$ cat src/rtl/pefc_regs.svh
// Purpose: register addresses, bit positions and reset values of the power event block
// Assumes: 8-bit special-function register space, byte-wide data
// Notes:   included by both design files
`ifndef PEFC_REGS_SVH
`define PEFC_REGS_SVH
`define PEFC_ADDR_ENABLE     8'hEC
`define PEFC_ADDR_PERIPHERAL_SUPPLY_CONFIG     8'hF4
`define PEFC_ADDR_SWITCH     8'hF5
`define PEFC_ADDR_FLAGS      8'hF8
`define PEFC_ADDR_IRQ_PIN    8'hFF
`define PEFC_ADDR_KEY        8'hC1
`define PEFC_ADDR_ADC_START  8'hD8
`define PEFC_KEY_UNLOCK      8'hEA
`define PEFC_ZERO8           8'h00
// flag and enable bit positions
`define PEFC_B_RESTORED      7
`define PEFC_B_PSM           6
`define PEFC_B_DIP           5
`define PEFC_B_RSVD4         4
`define PEFC_B_DCADC         3
`define PEFC_B_BAT           2
`define PEFC_B_CHANGE        1
`define PEFC_B_DCLOW         0
// writable bits of the enable and flag registers
`define PEFC_ENABLE_MASK     8'hAF
`define PEFC_FLAGS_MASK      8'hEF
// peripheral register bit positions
`define PEFC_P_RXWAKE        7
`define PEFC_P_SOURCE        6
`define PEFC_P_MAINOK        5
`define PEFC_P_LOCKLOSS      4
`define PEFC_P_REFEN         3
`define PEFC_P_RXFN_HI       1
`define PEFC_P_RXFN_LO       0
// acknowledge bit inside the adc start register
`define PEFC_ADC_ACK_BIT     0
// switchover select and rx function codes
`define PEFC_SW_LOW_MAIN     2'h0
`define PEFC_SW_LOW_MAIN_DC  2'h1
`define PEFC_RX_GPIO         2'h0
`define PEFC_RX_NOWAKE       2'h1
`define PEFC_RX_WAKE         2'h3
`endif

$ cat src/rtl/pefc_pkg.sv
// Purpose: shared types of the power event block
// Assumes: nothing beyond the register header
// Notes:   software write port is carried as one struct
package pefc_pkg;
  // one special-function register write or read
  typedef struct packed {
    logic       wr;    // write strobe, one cycle
    logic [7:0] addr;  // register address
    logic [7:0] data;  // write data
  } pefc_sfr_type;
  // switched supply source as seen by software
  typedef enum logic [1:0] {
    PEFC_SRC_MAIN = 2'h1,
    PEFC_SRC_BAT  = 2'h2
  } pefc_src_type;
endpackage

$ cat src/rtl/pefc_sync.sv
// Purpose: three-stage synchroniser with agreement filter for pin-level inputs
// Assumes: input is asynchronous to i_core_clk
// Notes:   stage one feeds only stage two; a change counts once stages two and three agree
`timescale 1ns/100ps
`include "pefc_regs.svh"
module pefc_sync #(
  parameter int WIDTH = 1,                // number of bits
  parameter logic [WIDTH-1:0] INIT = '0   // value held from reset
) (
  input  wire logic             i_core_clk,
  input  wire logic             i_rst,
  input  wire logic [WIDTH-1:0] i_async,
  output logic      [WIDTH-1:0] o_sync
);
  logic [WIDTH-1:0] s1;       // metastability stage
  logic [WIDTH-1:0] s2;       // second stage
  logic [WIDTH-1:0] s3;       // third stage
  logic [WIDTH-1:0] filt;     // agreed value
  logic [WIDTH-1:0] next_filt;
  // update only on bits where stages two and three agree
  always_comb begin
    next_filt = (s2 & s3) | (filt & (s2 | s3));
  end
  // register all stages
  always_ff @(posedge i_core_clk) begin
    if (i_rst) begin
      s1   <= INIT;
      s2   <= INIT;
      s3   <= INIT;
      filt <= INIT;
    end else begin
      s1   <= i_async;
      s2   <= s1;
      s3   <= s2;
      filt <= next_filt;
    end
  end
  assign o_sync = filt;
endmodule // pefc_sync

$ cat src/rtl/pefc_power_event_flags_ctrl.sv
// Purpose: power event flags, enables, switchover policy and supply status registers
// Assumes: core writes registers through a one-cycle strobe; reads are combinational
// Notes:   analog events arrive as pins and are synchronised here
// Notes on behaviour
// irq pin register writable only after key EA
// software returns key to zero afterwards
// bit 7 set on battery-to-main changeover
// bit 6 set on any enabled condition
// bit 5 set on voltage sag
// bit 3 set on dc input delta/ready
// bit 2 set on battery low/ready
// bit 1 set on main-to-battery changeover
// bit 0 set on dc input low
// switchover select codes 00, 01, 1X
// peripheral bit 7 marks rx wake-up
// peripheral bit 6 shows supply source
// peripheral bit 5 shows main supply ready
// lock loss flag cleared by ack only
// peripheral bit 3 keeps reference in sleep
// rx pin function codes 00, 01, 11
// enable bits gate flags onto interrupt
// software keeps reserved bits at zero
// interrupt is OR of enabled flags
// flags sticky, set beats software clear
`timescale 1ns/100ps
`include "pefc_regs.svh"
module pefc_power_event_flags_ctrl (
  input  wire logic                  i_core_clk,       // core clock, 40 MHz
  input  wire logic                  i_rst,            // synchronous reset, high
  input  wire pefc_pkg::pefc_sfr_type i_sfr,           // register write/addr
  output logic [7:0]                 o_sfr_rdata,      // read data at i_sfr.addr
  input  wire logic                  i_src_on_battery, // pin: switched out on battery
  input  wire logic                  i_main_ok,        // pin: main supply ready
  input  wire logic                  i_sag,            // pin: metering sag event
  input  wire logic                  i_dc_adc_event,   // pin: dc delta or ready
  input  wire logic                  i_bat_event,      // pin: battery low or ready
  input  wire logic                  i_dc_low,         // pin: dc input below 1.2 V
  input  wire logic                  i_lock_lost,      // pin: pll lost lock
  input  wire logic                  i_rx_wake,        // core: rx edge woke deep sleep
  output logic                       o_pm_irq,         // power-management interrupt
  output logic [1:0]                 o_switchover_select, // switchover policy
  output logic                       o_switch_on_low_main, // switchover armed on low main
  output logic                       o_switch_on_low_dc,   // switchover armed on low dc
  output logic                       o_standby_ref_enable, // keep reference in sleep
  output logic [1:0]                 o_rx_pin_function,    // rx pin function field
  output logic                       o_rx_serial,      // rx pin routed to serial port
  output logic                       o_rx_wake_enable, // rx edge may wake deep sleep
  output logic [7:0]                 o_irq_pin_config  // protected irq pin register
);
  import pefc_pkg::*;

  localparam int NEV = 6;  // synchronised event pins

  // synchronised pin levels
  logic [NEV-1:0] ev_sync;
  logic           src_bat;    // switched output fed from battery
  logic           main_ok;    // main supply ready
  logic           src_bat_d;  // previous source, for edges
  logic [NEV-1:0] ev_d;       // previous event levels

  // register state and next values
  logic [7:0] unlock_key_reg;
  logic [7:0] irq_pin_config_reg;
  logic [7:0] power_event_enable;
  logic [7:0] power_event_flags;
  logic [1:0] switchover_select;
  logic       rx_wake_flag;
  logic       lock_loss_flag;
  logic       standby_ref_enable;
  logic [1:0] rx_pin_function;
  logic       lock_d;         // previous lock-lost level
  logic       next_src_bat_d; // history follows the synced levels
  logic [NEV-1:0] next_ev_d;
  logic       next_lock_d;
  logic [7:0] next_unlock_key_reg;
  logic [7:0] next_irq_pin_config_reg;
  logic [7:0] next_power_event_enable;
  logic [7:0] next_power_event_flags;
  logic [1:0] next_switchover_select;
  logic       next_rx_wake_flag;
  logic       next_lock_loss_flag;
  logic       next_standby_ref_enable;
  logic [1:0] next_rx_pin_function;

  // decoded write strobes and event pulses
  logic       wr_key;         // key write
  logic       wr_irqpin;      // protected register write
  logic       wr_en;          // enable write
  logic       wr_flags;       // flag write, zero bits clear
  logic       wr_sw;          // switchover write
  logic       wr_peripheral_supply_config;      // peripheral write
  logic       wr_adc;         // adc start write, lock ack
  logic [7:0] hw_set;         // set events per flag bit, one-cycle except summary bit 6
  logic       pending;        // any enabled flag other than the summary bit
  pefc_src_type src_state;

  // address match for a write strobe
  function automatic logic wr_hit(input pefc_sfr_type s, input logic [7:0] a);
    return s.wr && (s.addr == a);
  endfunction

  // rising edge of a synced level against its history
  function automatic logic rising(input logic cur, input logic prev);
    return cur & ~prev;
  endfunction

  // synchronise the analog monitor pins; rx wake comes from core logic
  // source pin rides with the events: one shared latency
  // four edges pass before a pin level counts
  pefc_sync #(.WIDTH(NEV), .INIT(6'h00)) u_sync_ev (
    .i_core_clk (i_core_clk),
    .i_rst      (i_rst),
    .i_async    ({i_lock_lost, i_dc_low, i_bat_event, i_dc_adc_event, i_sag,
                  i_src_on_battery}),
    .o_sync     (ev_sync)
  );
  // main-ok resets to 1 so the status bit reads ready from reset
  pefc_sync #(.WIDTH(1), .INIT(1'h1)) u_sync_ok (
    .i_core_clk (i_core_clk),
    .i_rst      (i_rst),
    .i_async    (i_main_ok),
    .o_sync     (main_ok)
  );
  assign src_bat   = ev_sync[0];
  assign src_state = src_bat ? PEFC_SRC_BAT : PEFC_SRC_MAIN;

  // write decode
  always_comb begin
    wr_key    = wr_hit(i_sfr, `PEFC_ADDR_KEY);
    wr_irqpin = wr_hit(i_sfr, `PEFC_ADDR_IRQ_PIN);
    wr_en     = wr_hit(i_sfr, `PEFC_ADDR_ENABLE);
    wr_flags  = wr_hit(i_sfr, `PEFC_ADDR_FLAGS);
    wr_sw     = wr_hit(i_sfr, `PEFC_ADDR_SWITCH);
    wr_peripheral_supply_config = wr_hit(i_sfr, `PEFC_ADDR_PERIPHERAL_SUPPLY_CONFIG);
    wr_adc    = wr_hit(i_sfr, `PEFC_ADDR_ADC_START);
  end

  // hardware set pulses from rising edges of synchronised levels
  always_comb begin
    hw_set = `PEFC_ZERO8;
    // pulses last one cycle, as history trails by one edge
    // one flag per source direction
    hw_set[`PEFC_B_RESTORED] = rising(~src_bat, ~src_bat_d);
    hw_set[`PEFC_B_CHANGE]   = rising(src_bat, src_bat_d);
    // falling monitor levels are no events
    hw_set[`PEFC_B_DIP]      = rising(ev_sync[1], ev_d[1]);
    hw_set[`PEFC_B_DCADC]    = rising(ev_sync[2], ev_d[2]);
    hw_set[`PEFC_B_BAT]      = rising(ev_sync[3], ev_d[3]);
    hw_set[`PEFC_B_DCLOW]    = rising(ev_sync[4], ev_d[4]);
    // summary flag follows any enabled condition, new or pending
    pending = |(power_event_flags & power_event_enable & `PEFC_ENABLE_MASK);
    hw_set[`PEFC_B_PSM] = pending | |(hw_set & power_event_enable & `PEFC_ENABLE_MASK);
  end

  // next values of software registers
  always_comb begin
    next_unlock_key_reg     = unlock_key_reg;
    next_irq_pin_config_reg = irq_pin_config_reg;
    next_power_event_enable = power_event_enable;
    next_switchover_select  = switchover_select;
    next_standby_ref_enable = standby_ref_enable;
    next_rx_pin_function    = rx_pin_function;
    next_rx_wake_flag       = rx_wake_flag;
    next_lock_loss_flag     = lock_loss_flag;
    next_power_event_flags  = power_event_flags;

    // key is left for software to return to zero
    // hazard: a key left at unlock keeps the register open
    if (wr_key) begin
      next_unlock_key_reg = i_sfr.data;
    end

    // protected register only while the key holds the unlock value
    // key is read before this edge: key and write may not
    // share one cycle, but may come back to back
    if (wr_irqpin && (unlock_key_reg == `PEFC_KEY_UNLOCK)) begin
      next_irq_pin_config_reg = i_sfr.data;
    end

    // reserved enable bits are not stored
    // bit 6 stays out, so the summary never feeds itself
    if (wr_en) begin
      next_power_event_enable = i_sfr.data & `PEFC_ENABLE_MASK;
    end

    // only the select is stored
    if (wr_sw) begin
      next_switchover_select = i_sfr.data[1:0];
    end

    // peripheral: reference enable and rx function are writable; bit 7 clears on a zero write
    // bits 6, 5 and 4 are status, writes ignored
    if (wr_peripheral_supply_config) begin
      next_standby_ref_enable = i_sfr.data[`PEFC_P_REFEN];
      next_rx_pin_function    = i_sfr.data[`PEFC_P_RXFN_HI:`PEFC_P_RXFN_LO];
      // software may clear the wake flag by writing zero
      if (!i_sfr.data[`PEFC_P_RXWAKE]) begin
        next_rx_wake_flag = 1'b0;
      end
    end
    // a wake beats a clearing write
    if (i_rx_wake) begin
      next_rx_wake_flag = 1'b1;
    end

    // lock loss clears only on acknowledge; new loss wins
    // the adc start register is not stored here
    if (wr_adc && i_sfr.data[`PEFC_ADC_ACK_BIT]) begin
      next_lock_loss_flag = 1'b0;
    end
    if (rising(ev_sync[5], lock_d)) begin
      next_lock_loss_flag = 1'b1;
    end

    // flags: software writes zero to clear, a set event in the same cycle wins
    // a one keeps a flag, so other flags survive a write
    if (wr_flags) begin
      next_power_event_flags = power_event_flags & i_sfr.data;
    end
    next_power_event_flags = (next_power_event_flags | hw_set) & `PEFC_FLAGS_MASK;
  end

  // next values of the edge-detect history
  always_comb begin
    next_src_bat_d = src_bat;
    next_ev_d      = ev_sync;
    next_lock_d    = ev_sync[5];
  end

  // register all state
  // history resets to idle pin levels: no false event
  always_ff @(posedge i_core_clk) begin
    if (i_rst) begin
      unlock_key_reg     <= `PEFC_ZERO8;
      irq_pin_config_reg <= `PEFC_ZERO8;
      power_event_enable <= `PEFC_ZERO8;
      power_event_flags  <= `PEFC_ZERO8;
      switchover_select  <= `PEFC_SW_LOW_MAIN;
      rx_wake_flag       <= 1'b0;
      lock_loss_flag     <= 1'b0;
      standby_ref_enable <= 1'b0;
      rx_pin_function    <= `PEFC_RX_GPIO;
      src_bat_d          <= 1'b0;
      ev_d               <= '0;
      lock_d             <= 1'b0;
    end else begin
      unlock_key_reg     <= next_unlock_key_reg;
      irq_pin_config_reg <= next_irq_pin_config_reg;
      power_event_enable <= next_power_event_enable;
      power_event_flags  <= next_power_event_flags;
      switchover_select  <= next_switchover_select;
      rx_wake_flag       <= next_rx_wake_flag;
      lock_loss_flag     <= next_lock_loss_flag;
      standby_ref_enable <= next_standby_ref_enable;
      rx_pin_function    <= next_rx_pin_function;
      src_bat_d          <= next_src_bat_d;
      ev_d               <= next_ev_d;
      lock_d             <= next_lock_d;
    end
  end

  // read mux; unmapped addresses read zero
  // reads have no side effects: polling clears nothing
  always_comb begin
    o_sfr_rdata = `PEFC_ZERO8;
    unique case (i_sfr.addr)
      `PEFC_ADDR_ENABLE:  o_sfr_rdata = power_event_enable;
      `PEFC_ADDR_FLAGS:   o_sfr_rdata = power_event_flags;
      `PEFC_ADDR_SWITCH:  o_sfr_rdata = {6'h00, switchover_select};
      `PEFC_ADDR_IRQ_PIN: o_sfr_rdata = irq_pin_config_reg;
      `PEFC_ADDR_KEY:     o_sfr_rdata = unlock_key_reg;
      `PEFC_ADDR_PERIPHERAL_SUPPLY_CONFIG: begin
        o_sfr_rdata[`PEFC_P_RXWAKE]   = rx_wake_flag;
        o_sfr_rdata[`PEFC_P_SOURCE]   = (src_state == PEFC_SRC_MAIN);
        o_sfr_rdata[`PEFC_P_MAINOK]   = main_ok;
        o_sfr_rdata[`PEFC_P_LOCKLOSS] = lock_loss_flag;
        o_sfr_rdata[`PEFC_P_REFEN]    = standby_ref_enable;
        o_sfr_rdata[`PEFC_P_RXFN_HI:`PEFC_P_RXFN_LO] = rx_pin_function;
        // reserved bit 2 keeps the default zero
      end
      default:            o_sfr_rdata = `PEFC_ZERO8;
    endcase
  end

  // interrupt: any flag with its enable; held until software clears flags
  // bit 6 is masked, else the summary would hold the
  // request up after its cause was cleared
  assign o_pm_irq = |(power_event_flags & power_event_enable & `PEFC_ENABLE_MASK);

  // decoded policy and pin function outputs
  // rx code 10 is unassigned and decodes as gpio
  always_comb begin
    o_switchover_select  = switchover_select;
    o_switch_on_low_main = ~switchover_select[1];
    o_switch_on_low_dc   = (switchover_select == `PEFC_SW_LOW_MAIN_DC);
    o_standby_ref_enable = standby_ref_enable;
    o_rx_pin_function    = rx_pin_function;
    o_rx_serial          = (rx_pin_function == `PEFC_RX_NOWAKE) ||
                           (rx_pin_function == `PEFC_RX_WAKE);
    o_rx_wake_enable     = (rx_pin_function == `PEFC_RX_WAKE);
    o_irq_pin_config     = irq_pin_config_reg;
  end
endmodule // pefc_power_event_flags_ctrl

$ cat config.mk
export PLATFORM = sky130hd
export DESIGN_NAME = pefc_power_event_flags_ctrl
export DESIGN_NICKNAME = d
export VERILOG_FILES = /design/src/rtl/pefc_pkg.sv /design/src/rtl/pefc_sync.sv /design/src/rtl/pefc_power_event_flags_ctrl.sv
export VERILOG_INCLUDE_DIRS = /design/src /design/src/rtl
export SDC_FILE = /design/constraint.sdc
export NUM_CORES = 1
export LEC_CHECK = 0
export BUFFER_PORTS_ARGS = -buffer_cell sky130_fd_sc_hd__buf_4
export CAP_MARGIN = 20
export CORE_MARGIN = 2
export CORE_UTILIZATION = 59
export CTS_CLUSTER_SIZE = 8
export DETAILED_ROUTE_END_ITERATION = 16
export GPL_ROUTABILITY_DRIVEN = 0
export PLACE_DENSITY = 0.8
export SYNTH_ARGS = -nofsm -noshare
export SYNTH_HDL_FRONTEND = slang
export SYNTH_HIERARCHICAL = 1
export SYNTH_SLANG_ARGS = --single-unit
$ cat constraint.sdc
create_clock -name i_core_clk -period 4.7 [get_ports i_core_clk]
set_input_delay 0.94 -clock i_core_clk [delete_from_list [all_inputs] [get_ports i_core_clk]]
set_output_delay 0.94 -clock i_core_clk [all_outputs]
set_load 0.02 [all_outputs]
==> impl_metrics.tcl, run 1 <==
set metrics [dict create \
    status "finished, final reports clean" \
    min_period_over_period 0.7642 \
    hold_class "register to register" \
    dp_cells 411 \
    grt_pass1_vias 2247 \
    critPathMaxFanout 14 \
    power.density_nw_per_um2 337.0 \
    yosys_register_bits 70 \
    mostFrequentLayoutCell "dfxtp_1" \
    syn_nets 337 \
    antenna_found_initial 0 \
    pin_count 53 \
    worstSkewPairLatency_ns 0.34 \
    post-route-util 0.7454 \
    clk_path_buf_depth 2 \
    vias 2488 \
    cts_resized 0 \
    power.total_uw 1202 \
    ys_warn_count 6 \
    grt_pass1_wl_mm 10.98 \
    synth.distinct_cells 48 \
    finClkSkew_ns 0.007814 \
    syn_area_um2 2964 \
    hold_path.startpoint "u_sync_ok/s1" \
    cts_tree "yes" \
    max_cap_violations 0 \
    cts_sinks 70 \
    htreeDepth 3 \
    slew_headroom 0.4871 \
    avgSynthCellArea_um2 9.562 \
    power.leakage_uw 0.001403 \
    area_growth_pct 20.35 \
    ir_drop_v 0.0003481 \
    grt-ovfl-total 0 \
    start_util 0.6193 \
    fmax_ghz 0.2784 \
    routed_wl_mm 6.754 \
    syn-instance-count 310 \
    ys_seq_area_frac 0.4728 \
    port_buffers 52 \
    drive_gt1_frac 0.2361 \
    cp-startpoint "i_sfr[12]" \
    final_antenna_net_count 0 \
    numCtsBuffers 9 \
    layout_common_cells "70 x dfxtp_1, 52 x buf_4, 28 x nor2_1" \
    place_hpwl_mm 4.610 \
    viasPerCell 5.827 \
    max_stage_delay_ns 0.59 \
    die_w_um 74.88 \
    post-cts-setup-buffers 0 \
    path_cells "buf_4, or3_4, nor3_1, a22o_1, a221o_1, buf_4" \
    tightest_slew_ns 0.7636 \
    cts_hold_buf 0 \
    core-area_um2 4786 \
    worstPathRequired_ns 3.76 \
    cp-start-kind "input port" \
    dr.pass1.iters 6 \
    drtIter0Drc 308 \
    async_flop_share 0 \
    cts-root-buf "clkbuf_8" \
    worstSetupPathType "input port to output port" \
    die_area_um2 5607 \
    diodes 0 \
    r2r-start "unlock_key_reg[6]" \
    final_hold_viol_count 0 \
    fin_cells 427 \
    arrival_ns 2.65 \
    grtUsageTotal 0.2627 \
    rsz0062_at_grt "false" \
    final.min_clock_period_ns 3.592 \
    synthFlopType "dfxtp_1" \
    synth-edff-count 0 \
    wl_per_cell_um 15.82 \
    die_h_um 74.88 \
    cp_slowest_cell "nor3_1" \
    drc 0 \
    setup_viol 0 \
    placementRows 25 \
    cpMostUsedCell "buf_4" \
    maxSlewViolCount 0 \
    grt_max_degree 71 \
    end_kind "output port" \
    nets 382 \
    path_clk_slew_ns 0.08 \
    setup_tns_ns 0 \
]
-- path summary, 6_finish.rpt --
kind / to / slack (ns) / cells past startpoint
worst max register to register: o_irq_pin_config[3] / 3.08 / 4
worst max-delay path: o_sfr_rdata[2] / 1.11 / 6
worst min register to register: u_sync_ok/s2 / 0.41 / 1
worst min-delay path: u_sync_ok/s2 / 0.41 / 1
-- Yosys cell counts (all sizes together) (4+ instances only) --
master   n  area [um^2]
a22oi    9        67.56
or2      4        25.03
a21oi   23        115.1
nand3b   5        37.54
dfxtp   70         1401
a221o    6        60.06
nor2    28        105.1
nor4bb   6        60.06
nand2   12        45.04
and2b    4        30.03
nand3   13        65.06
mux2i   19        190.2
nor2b   27        186.4
inv      5        18.77
buf      7        50.05
o21ai   16        80.08
clkbuf  11        41.29
nor4     5        52.55
nand4   10        68.81
-- where the power goes --
part	switching, uW	internal, uW	leakage (uW)
Combinational	36.9	27.0	0.000733
Sequential	3.32	601	0.000568
Clock	234	299	0.000102
Total	275	927	0.00140
-- routing by layer --
layer	vias to the layer above	track usage	part of all wire
li1	1217	-	-
met1	1158	0.3629	0.47
met2	97	0.3918	0.45
met3	16	0.04953	0.058
met4	0	0.1369	0.025
met5	-	0	0
-- area by class of cell --
class                           instances  area [um^2]
Multi-Input combinational cell        217         1453
Clock inverter                          7        96.34
Tap cell                               67        83.83
Sequential cell                        70         1401
Clock buffer                            9        123.9
Fill cell                             375         1219
Timing Repair Buffer                   52        390.4
Inverter                                5        18.77
-- critical path: cells and delay by family --
family	cells	cell delay (ns)
buffers and inverters	2	0.29
and+or+nand+nor	2	1.00
AOI/OAI and AO/OA	2	0.41
-- through the flow --
step | setup slack (ns) | hold slack (ns) | instance area, um^2
2_1_floorplan | 1.545 | 0.3832 | 2964
3_3_place_gp | 1.125 | 0.3876 | 3347
3_5_place_dp | 1.120 | 0.3944 | 3347
4_1_cts | 1.106 | 0.4155 | 3567
5_1_grt | 1.001 | 0.4257 | 3567
6_report | 1.108 | 0.4119 | 3567
-- logic make-up (layout without fill, tap and decap cells) --
kind of cell           count (synthesis)  after routing  share of synthesized area
and+or+nand+nor                      129            129                     0.2735
muxes                                 19             19                    0.06416
DFF                                   70             70                     0.4728
buffers and inverters                 23             73                    0.03715
AOI/OAI and AO/OA                     69             69                     0.1524
No activity file was read; power rests on OpenSTA's default activity.
==> run 2: changes to the inputs <==
Settings changed: CORE_UTILIZATION 59 to 55, PLACE_DENSITY 0.8 to 0.75.
Clock period 4.7 ns to 3.45 ns, I/O delays scaled along.
==> run 2 against run 1 <==
Effect of this change:
- critical path depth grew 1
- global-route usage shrank 1.5 points
- sequential share of layout area is 0.12 points higher
- hold slack worse by 0.0091 ns
- count of clock-buffer cells in the layout up 3
- sequential power grew 36%
- largest cell class unchanged
- via count increased by 2.5%
- combinational power is 36% higher
- clock power up 8.6%
- core utilization fell by 5.4 points
- clock skew grew 0.0015 ns
- total power rose by 24%
==> impl_metrics.tcl, run 2 (synthesis gave the netlist of run 1 again) <==
set metrics [dict create \
    grtUsageTotal 0.2478 \
    layout_common_cells "70 x dfxtp_1, 56 x buf_4, 28 x nor2_1" \
    place_hpwl_mm 4.920 \
    maxSlewViolCount 0 \
    port_buffers 52 \
    cts-root-buf "clkbuf_8" \
    regArea_um2 1401 \
    max_cap_violations 0 \
    combPwrFrac 0.058 \
    dp_cells 418 \
    setup_slack_ns 0.5630 \
    drive_gt1_frac 0.2397 \
    mostFrequentLayoutCell "dfxtp_1" \
    min_period_over_period 0.8368 \
    grt_pass1_vias 2324 \
    worstSkewPairLatency_ns 0.34 \
    final_antenna_net_count 0 \
    start_util 0.5767 \
    rsz0062_at_grt "false" \
    ir_drop_v 0.0003264 \
    fmax_ghz 0.3464 \
    area_growth_pct 19.97 \
    final_hold_viol_count 0 \
    core-area_um2 5140 \
    routed_wl_mm 7.108 \
    placementRows 26 \
    nets 386 \
    hold_class "register to register" \
    p_seq_frac 0.553 \
    cts_resized 0 \
    drc 0 \
    numCtsBuffers 9 \
    clk_path_buf_depth 2 \
    path_clk_slew_ns 0.06 \
    power.density_nw_per_um2 419.3 \
    p_sw_frac 0.2279 \
    pin_count 53 \
    cp_slowest_cell "and4bb_2" \
    cts_hold_buf 0 \
    cpMostUsedCell "buf_4" \
    fillers 439 \
    slew_headroom 0.4829 \
    htreeDepth 3 \
    viasPerCell 5.891 \
    die_w_um 77.41 \
    vias 2551 \
    worst_hold_slack_ns 0.4028 \
    tightest_slew_ns 0.7693 \
    grt_pass1_wl_mm 11.45 \
    cts_sinks 70 \
    worstSetupPathType "input port to output port" \
    clock_power_share 0.389 \
    die_area_um2 5992 \
    arrival_ns 2.20 \
    setup_viol 0 \
    critPathMaxFanout 11 \
    antenna_found_initial 0 \
    finClkSkew_ns 0.009320 \
    end_kind "output port" \
    multiInputGateArea_um2 1453 \
    die_h_um 77.41 \
    post-cts-setup-buffers 0 \
    status "finished, final reports clean" \
    worstPathRequired_ns 2.76 \
    fin_cells 433 \
    cp-start-kind "input port" \
    final.min_clock_period_ns 2.887 \
    net-switching-power_uw 339.8 \
    grt-ovfl-total 0 \
    cts_tree "yes" \
    path_cells "buf_4, and4bb_2, nand2_1, nor3_1, buf_4, a221o_1, buf_4" \
    intPower_uw 1151 \
    power.leakage_uw 0.001407 \
    setup_tns_ns 0 \
    grt_max_degree 71 \
    dp_slack_ns 0.5771 \
    diodes 0 \
    wl_per_cell_um 16.42 \
    dr.pass1.iters 5 \
    max_stage_delay_ns 0.45 \
    drtIter0Drc 208 \
]
-- run 2: cell count changes in the layout (fill, tap and decap cells not counted), sizes merged --
| cell | previous run | this run |
|---|---|---|
| clkbuf | 9 | 12 |
| clkinvlp | 3 | 2 |
| bufinv | 2 | 0 |
| inv | 6 | 5 |
| buf | 52 | 56 |
-- run 2: path summary, 6_finish.rpt --
path / startpoint / to / slack, ns / cells past startpoint
setup / recovery: i_sfr[8] / o_sfr_rdata[6] / 0.56 / 7
hold / removal: u_sync_ok/s1 / u_sync_ok/s2 / 0.40 / 1
hold reg to reg: u_sync_ok/s1 / u_sync_ok/s2 / 0.40 / 1
setup reg to reg: unlock_key_reg[7] / o_irq_pin_config[5] / 1.77 / 4
-- run 2: cell type report --
cell class                      count  area share
Clock buffer                       12     0.04363
Sequential cell                    70      0.3941
Clock inverter                      3    0.005630
Inverter                            5    0.005278
Tap cell                           70     0.02463
Multi-Input combinational cell    217      0.4085
Timing Repair Buffer               56      0.1182
-- run 2: critical path, delay by kind of cell --
kind | cells | cell delay [ns]
compound gates | 1 | 0.15
simple gates | 3 | 0.87
buf+inv | 3 | 0.46
-- run 2: stage by stage --
step	total power, uW	instance area [um^2]	util
floorplan	887.9	2964	-
global placement	927.0	3381	0.6577
detailed placement	928.7	3381	0.6577
CTS	1508	3556	0.6918
global route	1544	3556	0.6918
finish	1491	3556	0.6918
-- run 2: power groups by stage --
stage	Combinational, uW	Clock [uW]	Sequential [uW]
final	87.1	580	824
after global routing	94.3	624	825
after CTS	86.7	597	824
after detailed placement	86.2	0	843
after global placement	85.1	0	842
after floorplan	46.8	0	841
-- run 2: metal layers --
metal  global-route usage  up-vias  part of all wire
li1                     -     1222                 -
met1               0.3006     1208              0.43
met2               0.4000      106              0.48
met3              0.06860       15             0.066
met4               0.1321        0             0.026
met5                    0        -                 0
